## config.mk

```make
export PLATFORM = sky130hd
export DESIGN_NAME = fsm_monitor
export DESIGN_NICKNAME = d
export VERILOG_FILES = /design/src/fsm_pkg.sv /design/src/fsm_window.sv /design/src/fsm_monitor.sv
export SDC_FILE = /design/constraint.sdc
export NUM_CORES = 1
export LEC_CHECK = 0
export BUFFER_PORTS_ARGS = -buffer_cell sky130_fd_sc_hd__clkbuf_2
export CORE_UTILIZATION = 40
export CTS_CLUSTER_SIZE = 12
export DETAILED_ROUTE_END_ITERATION = 8
export HOLD_SLACK_MARGIN = 0.08
export PLACE_DENSITY_LB_ADDON = 0.15
export REMOVE_ABC_BUFFERS = 1
export SLEW_MARGIN = 10
export SYNTH_ARGS = -nofsm -noshare
export SYNTH_HDL_FRONTEND = slang
export SYNTH_HIERARCHICAL = 1
export SYNTH_SLANG_ARGS = --single-unit
```

## constraint.sdc

```tcl
create_clock -name clk_i -period 5.4 [get_ports clk_i]
set_input_delay 1.08 -clock clk_i [delete_from_list [all_inputs] [get_ports clk_i]]
set_output_delay 1.08 -clock clk_i [all_outputs]
set_load 0.05 [all_outputs]
```

## src/fsm_pkg.sv

```systemverilog
// Constants for the fan stall monitor: register addresses, bit positions, timing.
// Assumes a 100 MHz system clock.
package fsm_pkg;
  localparam logic [11:0] REG_A_ADDR = 12'hc94;
  localparam logic [11:0] REG_B_ADDR = 12'hca4;
  localparam int ENABLE_BIT = 0;
  localparam int STATUS_BIT = 7;
  localparam logic [7:0] STATUS_MASK = 8'h80;
  localparam logic [7:0] ENABLE_MASK = 8'h01;
  localparam logic ENABLE_RST = 1'b0;
  localparam logic STATUS_RST = 1'b0;
  localparam int IRQ_LINE = 7;
  localparam int CLK_HZ = 100000000;
  localparam int MIN_RATE_HZ = 1;
  localparam int WINDOW_CYCLES = CLK_HZ / MIN_RATE_HZ;
endpackage : fsm_pkg

```

## src/fsm_window.sv

```systemverilog
// One fan channel: edge detect on the tachometer and a one-second no-edge window.
// Assumes the tachometer input is already synchronous to clk_i.
`timescale 1ns/1ps
`default_nettype none
module fsm_window #(
  parameter int WINDOW = fsm_pkg::WINDOW_CYCLES
) (
  // Clock and reset
  input wire logic clk_i,
  input wire logic srst_i,
  // Tachometer
  input wire logic tach_i,
  // Result
  output logic stall_o
);
  logic tach_d_r;
  logic [31:0] cnt_r;
  logic edge_seen;

  assign edge_seen = tach_i & ~tach_d_r;

  always_ff @(posedge clk_i)
  begin
    if (srst_i)
      tach_d_r <= 1'b0;
    else
      tach_d_r <= tach_i;
  end

  // A rising edge restarts the window; reaching the end means below 1 Hz
  always_ff @(posedge clk_i)
  begin
    if (srst_i || edge_seen)
      cnt_r <= 32'h0;
    else if (cnt_r != 32'(WINDOW - 1))
      cnt_r <= cnt_r + 32'h1;
  end

  always_ff @(posedge clk_i)
  begin
    if (srst_i)
      stall_o <= 1'b0;
    else
      stall_o <= !edge_seen && (cnt_r == 32'(WINDOW - 1));
  end
endmodule : fsm_window
`default_nettype wire

```

## src/fsm_monitor.sv

```systemverilog
// Fan stall monitor with two control registers reached through 8-bit host I/O ports.
// Assumes single-cycle I/O strobes and a tachometer input synchronous to clk_i.
// How it works
// - A fan whose tachometer runs slower than 1 Hz is flagged and, when enabled, raises an interrupt.
// - Bit 0 of each control register enables the stall interrupt output.
// - Bit 7 of each control register reads one once the fan has been slow, and stays one until cleared.
// - Writing one to bit 7 clears the latched stall status.
// - If the fan is still stalled at a clear, the status stays set and the interrupt stays on while enabled.
// - Two register instances sit at I/O addresses c94 and ca4, each with its own enable and status.
// - The combined stall interrupt drives host interrupt line 7.
`timescale 1ns/1ps
`default_nettype none
module fsm_monitor #(
  parameter int WINDOW = fsm_pkg::WINDOW_CYCLES,
  parameter int NFAN = 2
) (
  // Clock and reset
  input wire logic clk_i,
  input wire logic srst_i,
  // Host I/O port access
  input wire logic [11:0] io_addr_i,
  input wire logic io_wr_i,
  input wire logic io_rd_i,
  input wire logic [7:0] io_wdata_i,
  output logic [7:0] io_rdata_o,
  // Fan tachometers
  input wire logic [NFAN-1:0] tach_i,
  // Interrupt line 7 request
  output logic irq7_o
);
  logic [NFAN-1:0] en_r;
  logic [NFAN-1:0] stat_r;
  logic [NFAN-1:0] stall;
  logic [NFAN-1:0] sel;

  assign sel[0] = io_addr_i == fsm_pkg::REG_A_ADDR;
  assign sel[1] = io_addr_i == fsm_pkg::REG_B_ADDR;

  genvar g;
  generate
    for (g = 0; g < NFAN; g++)
    begin : g_fan
      fsm_window #(.WINDOW(WINDOW)) u_win (
        .clk_i(clk_i),
        .srst_i(srst_i),
        .tach_i(tach_i[g]),
        .stall_o(stall[g])
      );

      always_ff @(posedge clk_i)
      begin
        if (srst_i)
          en_r[g] <= fsm_pkg::ENABLE_RST;
        else if (io_wr_i && sel[g])
          en_r[g] <= io_wdata_i[fsm_pkg::ENABLE_BIT];
      end

      // Set wins over a same-cycle clear so a stall is never lost
      always_ff @(posedge clk_i)
      begin
        if (srst_i)
          stat_r[g] <= fsm_pkg::STATUS_RST;
        else if (stall[g])
          stat_r[g] <= 1'b1;
        else if (io_wr_i && sel[g] && io_wdata_i[fsm_pkg::STATUS_BIT])
          stat_r[g] <= 1'b0;
      end
    end
  endgenerate

  always_ff @(posedge clk_i)
  begin
    if (srst_i)
      io_rdata_o <= 8'h00;
    else if (io_rd_i && sel[0])
      io_rdata_o <= {stat_r[0], 6'h00, en_r[0]};
    else if (io_rd_i && sel[1])
      io_rdata_o <= {stat_r[1], 6'h00, en_r[1]};
    else
      io_rdata_o <= 8'h00;
  end

  // Level interrupt, held while any channel has status and enable
  always_ff @(posedge clk_i)
  begin
    if (srst_i)
      irq7_o <= 1'b0;
    else
      irq7_o <= |(stat_r & en_r);
  end
endmodule : fsm_monitor
`default_nettype wire

```

==> results of run 1 <==
-- metal layers --
layer,track usage,wire (um),vias to the layer above
met5,0,0,-
met4,0.0746,77,0
met3,0.0332,213,7
met2,0.268,3160,36
met1,0.224,3680,1357
li1,-,-,1529
-- cell type report --
cell class	instances	area [um2]
clock buffer	10	128
clock inverter	6	66.3
fill	865	4480
inverter	10	37.5
multi-input combinational	314	1910
sequential	75	1500
tap	105	131
timing repair buffer	24	125
-- cells in the mapped netlist, drive strengths merged --
library cell,number
nand3,20
xor2,18
o31ai,4
or3,18
a22oi,3
ha,2
and4,12
a21oi,20
nor4b,2
a21o,2
nand3b,2
o21ai,16
o21bai,2
clkbuf,8
xnor2,20
nand2,25
buf,8
nor4bb,2
nand4,18
nor2,55
nand2b,5
a211oi,2
nand4b,3
dfxtp,75
a31oi,2
nor3,8
or4,8
nor4,17
mux2i,4
inv,10
a311oi,2
conb,1
and2,2
and3,6
o211ai,4
nor2b,4
-- sequential cells by signal (all words and copies together), names as in the netlist --
name                  cells
en_r                      2
g_fan.u_win/cnt_r        64
g_fan.u_win/stall_o       2
g_fan.u_win/tach_d_r      2
io_rdata_o                2
irq7_o                    1
stat_r                    2
-- tightest hold or removal path, delay by kind of cell, from the launching register on --
family | cells | cell delay [ns]
AOI/OAI and AO/OA | 1 | 0.06
DFF | 1 | 0.31
buffers and inverters | 1 | 0.04
-- worst max path at each step --
stage	endpoint	slack (ns)	cells past startpoint
6_report	g_fan[1].u_win/cnt_r[6]$_SDFFE_PP0P_	2.98	7
5_1_grt	g_fan[0].u_win/cnt_r[19]$_SDFFE_PP0P_	2.79	5
4_1_cts	g_fan[1].u_win/cnt_r[6]$_SDFFE_PP0P_	2.98	7
3_5_place_dp	g_fan[0].u_win/cnt_r[23]$_SDFFE_PP0P_	2.73	4
3_3_place_gp	g_fan[0].u_win/cnt_r[23]$_SDFFE_PP0P_	2.77	4
2_1_floorplan	io_rdata_o[0]$_SDFF_PP0_	3.14	3
-- report_power, final --
group | total [mW] | internal (mW) | switching (mW)
combinational | 0.0386 | 0.0111 | 0.0276
sequential | 0.558 | 0.556 | 0.00247
clock | 0.426 | 0.214 | 0.211
total | 1.02 | 0.781 | 0.241
-- per-stage QoR --
stage | hold WS [ns] | setup WS, ns
global route | 0.491 | 2.79
CTS | 0.470 | 2.98
floorplan | 0.437 | 3.14
detailed placement | 0.457 | 2.73
finish | 0.465 | 2.98
global placement | 0.452 | 2.77
-- logic make-up after synthesis --
group	count (synthesis)	synth area share
xor+xnor	38	0.0945
fa+ha+maj	2	0.00711
other cells	1	0.00107
compound gates	57	0.0959
mux	4	0.0114
flops	75	0.426
simple gates	207	0.327
buf+inv	26	0.0370
==> metrics, run 1 <==
final period utilization=0.448; Tightest Pin Transition=1.06 ns; worst-path fanout max=11; CP top delay family=simple AND/OR/NAND/NOR gates; final hold violation count=0; CP Cell Sequence=ha_1 > and3_1 > nand4b_1 > nor3_1 > buf_4 > nor2_1 > a211oi_1; Max VDD drop=110 uV; largest net degree at the start of global routing=33; Mapped Area=3520 um2; Longest Clk Path Bufs=2; Slew headroom=0.293; standard-cell rows=33; CTS root buf=clkbuf_8; Resize count post-CTS=0; IO buf count=22; H-tree depth=3; Period minus WS final=2.42 ns; Iter 0 DRT Violations=104; Netlist cell types=42; maxcap violations=0; DP Area=3700 um2; CP Data Required Time=5.65 ns; Avg Cell Area, Syn=8.59 um2; WHS Path Cells=2; Post-CTS Hold Buffers=0; die width=95.8 um; Worst-Skew Late Latency=0.35 ns; reg2reg path depth=7; Num CTS Buffers=9; drt total wl=7130 um; Non-Filler Cell Area, Final=3900 um2; post-DR vias/cell=5.38; Reg-to-Reg Start=g_fan[1].u_win/cnt_r[0]$_SDFFE_PP0P_; Num Clock Sinks=75; vias in the first global route=2,600; synth top area cells=dfxtp_1 (43%), nor2_1 (5.9%), xnor2_1 (5.0%); Layout Skew=0.0145 ns; number of post-CTS setup repair buffers=0; FF-to-FF End=g_fan[1].u_win/cnt_r[6]$_SDFFE_PP0P_; critical hold path startpoint=g_fan[1].u_win/stall_o$_SDFF_PP0_; WP data arrival=2.67 ns; GRT Total Usage=0.170; HP Class=reg -> reg; Placed Cells=528; Yosys reg bits=75; final cell count without fillers=544; placer congestion estimate=0.756; DIE AREA=9180 um2; clk slew on worst S/H paths=0.08 ns; Synth Instances=410; setup_tns=0 ns; largest area contributor in the netlist=dfxtp_1; RSZ-0062 raised after global routing=false; Power Total=1.02 mW; commonest non-fill, non-tap cells in the layout=dfxtp_1 (75), nor2_1 (55), nand2_1 (25), clkbuf_2 (22); I/O pin count=35; DRC violations left=0; DR pass1 iterations=4; status=completed; Seq/Total Area, Yosys=0.426; diode count=0; wire per inst=13.1 um; Reg2Reg Setup Slack=2.98 ns; P per Cell Area=262 nW/um2; core area=8380 um2; CTS tree=built; crit path capture type=flop; area share of the largest cell type after synthesis=0.426; CP startpoint kind=flop; crit-path max cell delay=0.73 ns; Die Y=95.8 um; Slowest-stage cell, CP=nor3_1; Util after Layout=0.465; Setup Crit Path Kind=reg -> reg; starting density of the core=0.420; Crit. Startpoint=g_fan[1].u_win/cnt_r[0]$_SDFFE_PP0P_; Post-DP HPWL=4930 um; Hold EP=stat_r[1]$_SDFFE_PP0P_; Pins Over Slew Limit=0; f_max=413 MHz; gr ovfl total=0; YS warnings=6; Area growth, synth to finish=10.7%; Final setup viols=0; leakage power=1.24 nW; first-pass GRT wire length=12,000 um; proportion of layout cells with a drive suffix above 1=0.112; most common cell after layout, fill and taps aside=dfxtp_1; Net count, final=462; crit path buf inv count=1; initial antenna violation count=0; antenna viol nets, final=0; via count=2,929
Note: power is estimated with default switching activity, not from simulation.
==> run 2, diff against run 1 <==
Clock period 5.4 ns to 2.46 ns, I/O delays scaled along.
==> run 2 against run 1 <==
Compared with the run above: cell area is 2.8% higher; wire length hardly changed; die area stayed put; clock power is 140% higher; first-iteration DRC count is 11% higher; critical path type unchanged; non-clock buffer count is 11 higher; cell count is 2.0% higher; via count is 0.17% lower; register-to-register slack worse by 2.7 ns; highest routed layer unchanged; critical path depth is 2 lower.
==> metrics, run 2 (synthesized netlist as in run 1, its figures left out) <==
DP Area=3790 um2 (+2.2%); DRC violations left=0 (unchanged); post-DR vias/cell=5.27 (-2.1%); Period minus WS final=2.15 ns (-0.267 ns); Resize count post-CTS=0 (unchanged); Layout Skew=0.0100 ns (-0.00446 ns); Area growth, synth to finish=13.8%; Worst-Skew Late Latency=0.34 ns (about the same); H-tree depth=3 (unchanged); placer congestion estimate=0.745 (-1.4%); Num Clock Sinks=75 (unchanged); Net count, final=473 (+2.4%); Post-CTS Hold Buffers=0 (unchanged); IO buf count=22 (unchanged); Slew headroom=0.581 (+0.288); DR pass1 iterations=4 (unchanged); P per Cell Area=587 nW/um2 (+120%); sw power=0.502 mW (+110%); max reg flops=64 (unchanged); multi-input logic area=1910 um2 (unchanged); CTS root buf=clkbuf_8; Longest Clk Path Bufs=2 (unchanged); via count=2,924 (-0.17%); first-pass GRT wire length=11,700 um (-2.8%); drt total wl=7130 um (about the same); Pins Over Slew Limit=0 (unchanged); DIE AREA=9180 um2 (unchanged); Non-Filler Cell Area, Final=4010 um2 (+2.8%); Die Y=95.8 um (unchanged); final hold violation count=0 (unchanged); setup_tns=0 ns (unchanged); Setup Crit Path Kind=reg -> reg; die width=95.8 um (unchanged); crit path capture type=flop; gr ovfl total=0 (unchanged); HP Class=in -> reg; clk slew on worst S/H paths=0.07 ns (about the same); Util after Layout=0.478 (+0.0128); sequential power share=0.521 (-0.025); Pint=1.85 mW (+140%); diode count=0 (unchanged); wire per inst=12.8 um (-2.0%); antenna viol nets, final=0 (unchanged); register area=1500 um2 (unchanged); core area=8380 um2 (unchanged); Post-DP HPWL=5060 um (+2.7%); initial antenna violation count=0 (unchanged); Power Total=2.35 mW (+130%); CP startpoint kind=flop; largest net degree at the start of global routing=32 (-3.0%); GRT Total Usage=0.166 (-0.00404); layout filler cell count=806 (-6.8%); proportion of layout cells with a drive suffix above 1=0.131 (+0.0195); Logic pwr share=0.038 (about the same); number of post-CTS setup repair buffers=0 (unchanged); final cell count without fillers=555 (+2.0%); I/O pin count=35 (unchanged); Placed Cells=539 (+2.1%); Tightest Pin Transition=0.623 ns (-0.437 ns); f_max=464 MHz (+12%); CTS tree=built; maxcap violations=0 (unchanged); commonest non-fill, non-tap cells in the layout=dfxtp_1 (75), nor2_1 (55), nand2_1 (25), clkbuf_2 (22); final period utilization=0.876 (+0.427); Num CTS Buffers=9 (unchanged); Clk pwr share=0.440 (+0.024); CP Data Required Time=2.74 ns (-2.91 ns); Iter 0 DRT Violations=115 (+11%); leakage power=1.31 nW (+5.1%); worst-path fanout max=7 (-4); RSZ-0062 raised after global routing=false; switching part of the total=0.214 (-0.0223); Final setup viols=0 (unchanged); most common cell after layout, fill and taps aside=dfxtp_1; WP data arrival=2.44 ns (-0.23 ns); vias in the first global route=2,520 (-3.1%); Max VDD drop=227 uV (+110%); Most flops, register=g_fan.u_win/cnt_r; standard-cell rows=33 (unchanged); starting density of the core=0.420 (unchanged); status=completed
run 2: routing by layer:
layer	GRT usage	wire length [um]	share of wire
met5	0	0	0
met4	0.0522	56	0.0079
met3	0.0458	260	0.036
met2	0.243	3010	0.42
met1	0.234	3800	0.53
run 2: worst max-delay path, stage by stage (launching register included):
cell and delay, ns:
dfxtp_1 0.46, nand4_2 0.20, or4_1 0.59, or3_1 0.38
or4_1 0.40, nand2_1 0.07
run 2: cell type report:
class,count,area share
inverter,10,0.00937
sequential,75,0.375
timing repair buffer,35,0.0519
clock buffer,12,0.0362
multi-input combinational,314,0.476
tap,105,0.0328
clock inverter,4,0.0184
run 2: path summary, 6_finish.rpt:
| kind | slack (ns) | end | cells after the start | from |
|---|---|---|---|---|
| setup reg to reg | 0.31 | g_fan[1].u_win/cnt_r[23]$_SDFFE_PP0P_ | 5 | g_fan[1].u_win/cnt_r[7]$_SDFFE_PP0P_ |
| hold reg to reg | 0.47 | stat_r[1]$_SDFFE_PP0P_ | 2 | g_fan[1].u_win/stall_o$_SDFF_PP0_ |
| hold / removal | 0.40 | g_fan[0].u_win/tach_d_r$_SDFF_PP0_ | 2 | tach_i[0] |
| setup / recovery | 0.31 | g_fan[1].u_win/cnt_r[23]$_SDFFE_PP0P_ | 5 | g_fan[1].u_win/cnt_r[7]$_SDFFE_PP0P_ |
run 2: stage by stage:
step	hold slack (ns)	setup slack [ns]
global placement	0.450	0.330
finish	0.399	0.306
detailed placement	0.461	0.329
CTS	0.388	0.297
global route	0.389	0.172
floorplan	0.437	0.220
run 2: power by group through the flow:
stage	logic, mW	registers (mW)	clock network (mW)
2_1_floorplan	0.0550	1.25	0
3_3_place_gp	0.0899	1.25	0
3_5_place_dp	0.0911	1.25	0
4_1_cts	0.0913	1.22	1.07
5_1_grt	0.0986	1.23	1.13
6_report	0.0903	1.22	1.04
==> run 3, diff against run 2 <==
Settings changed: REMOVE_ABC_BUFFERS 1 to unset.
==> run 3 against run 2 <==
Compared with the run above: first-iteration DRC count rose by 30%; clock power barely moved; maximum frequency fell by 0.25%; global-route usage rose by 0.33 points; sequential share of layout area did not move; critical path depth did not move; critical endpoint unchanged; setup slack got worse by 0.0054 ns; register-to-register slack barely moved.
==> metrics, run 3 (synthesized netlist as in run 1, its figures left out) <==
status=completed; wire per inst=13.0 um (+1.3%); Resize count post-CTS=0 (unchanged); Logic pwr share=0.037 (about the same); Hold EP=g_fan[0].u_win/tach_d_r$_SDFF_PP0_; WP data arrival=2.44 ns (about the same); WHS Path Cells=2 (unchanged); standard-cell rows=33 (unchanged); final cell count without fillers=554 (-0.18%); Worst-Skew Late Latency=0.34 ns (about the same); post-DR vias/cell=5.39 (+2.4%); Die Y=95.8 um (unchanged); DP Area=3780 um2 (-0.20%); max reg flops=64 (unchanged); diode count=0 (unchanged); Area growth, synth to finish=13.8% (unchanged); Tightest Pin Transition=0.676 ns (+0.0536 ns); Most flops, register=g_fan.u_win/cnt_r; worst-path fanout max=7 (unchanged); H-tree depth=3 (unchanged); Max VDD drop=248 uV (+9.3%); CTS root buf=clkbuf_8; Final setup viols=0 (unchanged); Placed Cells=538 (-0.19%); number of post-CTS setup repair buffers=0 (unchanged); leakage power=1.31 nW (+0.20%); vias in the first global route=2,614 (+3.7%); f_max=463 MHz (-0.25%); via count=2,988 (+2.2%); FF-to-FF End=g_fan[1].u_win/cnt_r[23]$_SDFFE_PP0P_; RSZ-0062 raised after global routing=false; Post-DP HPWL=5020 um (-0.69%); drt total wl=7210 um (+1.1%); die width=95.8 um (unchanged); placer congestion estimate=0.806 (+8.1%); DR pass1 iterations=4 (unchanged); Longest Clk Path Bufs=2 (unchanged); CTS tree=built; maxcap violations=0 (unchanged); CP Cell Sequence=nand4_2 > or4_1 > or3_1 > or4_1 > nand2_1; sw power=0.503 mW (+0.13%); starting density of the core=0.420 (unchanged); Reg-to-Reg Start=g_fan[1].u_win/cnt_r[7]$_SDFFE_PP0P_; clk slew on worst S/H paths=0.07 ns (about the same); Post-CTS Hold Buffers=0 (unchanged); Num CTS Buffers=9 (unchanged); GRT Total Usage=0.169 (+0.00334); DIE AREA=9180 um2 (unchanged); HP Class=in -> reg; DRC violations left=0 (unchanged); IO buf count=22 (unchanged); core area=8380 um2 (unchanged); P per Cell Area=592 nW/um2 (+0.87%); first-pass GRT wire length=12,000 um (+2.5%); commonest non-fill, non-tap cells in the layout=dfxtp_1 (75), nor2_1 (55), nand2_1 (25), clkbuf_2 (22); Util after Layout=0.478 (unchanged); reg2reg path depth=5 (unchanged); Pint=1.87 mW (+1.1%); proportion of layout cells with a drive suffix above 1=0.134 (+0.00252); Net count, final=472 (-0.21%); Clk pwr share=0.446 (+0.006); initial antenna violation count=0 (unchanged); Slew headroom=0.545 (-0.0360); Slowest-stage cell, CP=or4_1; Num Clock Sinks=75 (unchanged); critical hold path startpoint=tach_i[0]; I/O pin count=35 (unchanged); Pins Over Slew Limit=0 (unchanged); Layout Skew=0.0103 ns (+0.000218 ns); setup_tns=0 ns (unchanged); crit-path max cell delay=0.61 ns (+0.02 ns); sequential power share=0.517 (-0.004); Period minus WS final=2.16 ns (+0.00539 ns); final hold violation count=0 (unchanged); gr ovfl total=0 (unchanged); Reg2Reg Setup Slack=0.30 ns (about the same); Iter 0 DRT Violations=150 (+30%); final period utilization=0.878 (+0.00219); Setup Crit Path Kind=reg -> reg; largest net degree at the start of global routing=32 (unchanged); most common cell after layout, fill and taps aside=dfxtp_1; crit path capture type=flop; CP Data Required Time=2.74 ns (about the same); CP startpoint kind=flop; cell mode on critical path=or4_1; Non-Filler Cell Area, Final=4010 um2 (unchanged); antenna viol nets, final=0 (unchanged); switching part of the total=0.212 (-0.00157)
[run 3: through the flow]
step	setup slack, ns	hold WS, ns	total power, mW
detailed placement	0.328	0.463	1.34
global placement	0.345	0.456	1.34
finish	0.300	0.394	2.37
global route	0.119	0.388	2.48
CTS	0.294	0.383	2.41
floorplan	0.387	0.437	1.32
[run 3: cell type report]
class / instances / area [um2]
Inverter: 10 / 37.5
Sequential cell: 75 / 1500
Tap cell: 105 / 131
Fill cell: 812 / 4380
Multi-Input combinational cell: 314 / 1910
Timing Repair Buffer: 34 / 200
Clock inverter: 5 / 75.1
Clock buffer: 11 / 151
[run 3: power groups by stage]
stage / combinational, mW / clock, mW / sequential (mW)
after floorplan: 0.0661 / 0 / 1.25
after global placement: 0.0880 / 0 / 1.25
after detailed placement: 0.0893 / 0 / 1.25
after CTS: 0.0896 / 1.10 / 1.23
after global routing: 0.0990 / 1.15 / 1.23
final: 0.0878 / 1.06 / 1.23
[run 3: worst max path at each step]
stage,start,endpoint,slack (ns),cells past startpoint
2_1_floorplan,g_fan[0].u_win/cnt_r[7]$_SDFFE_PP0P_,g_fan[0].u_win/cnt_r[23]$_SDFFE_PP0P_,0.39,6
3_3_place_gp,g_fan[1].u_win/cnt_r[7]$_SDFFE_PP0P_,g_fan[1].u_win/cnt_r[23]$_SDFFE_PP0P_,0.35,5
3_5_place_dp,g_fan[1].u_win/cnt_r[7]$_SDFFE_PP0P_,g_fan[1].u_win/cnt_r[23]$_SDFFE_PP0P_,0.33,5
4_1_cts,g_fan[1].u_win/cnt_r[0]$_SDFFE_PP0P_,g_fan[1].u_win/cnt_r[18]$_SDFFE_PP0P_,0.29,5
5_1_grt,g_fan[1].u_win/cnt_r[0]$_SDFFE_PP0P_,g_fan[1].u_win/cnt_r[18]$_SDFFE_PP0P_,0.12,5
6_report,g_fan[1].u_win/cnt_r[7]$_SDFFE_PP0P_,g_fan[1].u_win/cnt_r[23]$_SDFFE_PP0P_,0.30,5
[run 3: critical path, delay by kind of cell (launching register included)]
| kind | cells | cell delay [ns] |
|---|---|---|
| and+or+nand+nor | 5 | 1.66 |
| DFF | 1 | 0.45 |
[run 3: layer usage]
layer	global-route usage	up-vias	part of all wire	wire length, um
met4	0.0634	0	0.013	91
met1	0.226	1387	0.52	3760
li1	-	1541	-	-
met3	0.0403	8	0.042	304
met2	0.264	52	0.42	3060
met5	0	-	0	0
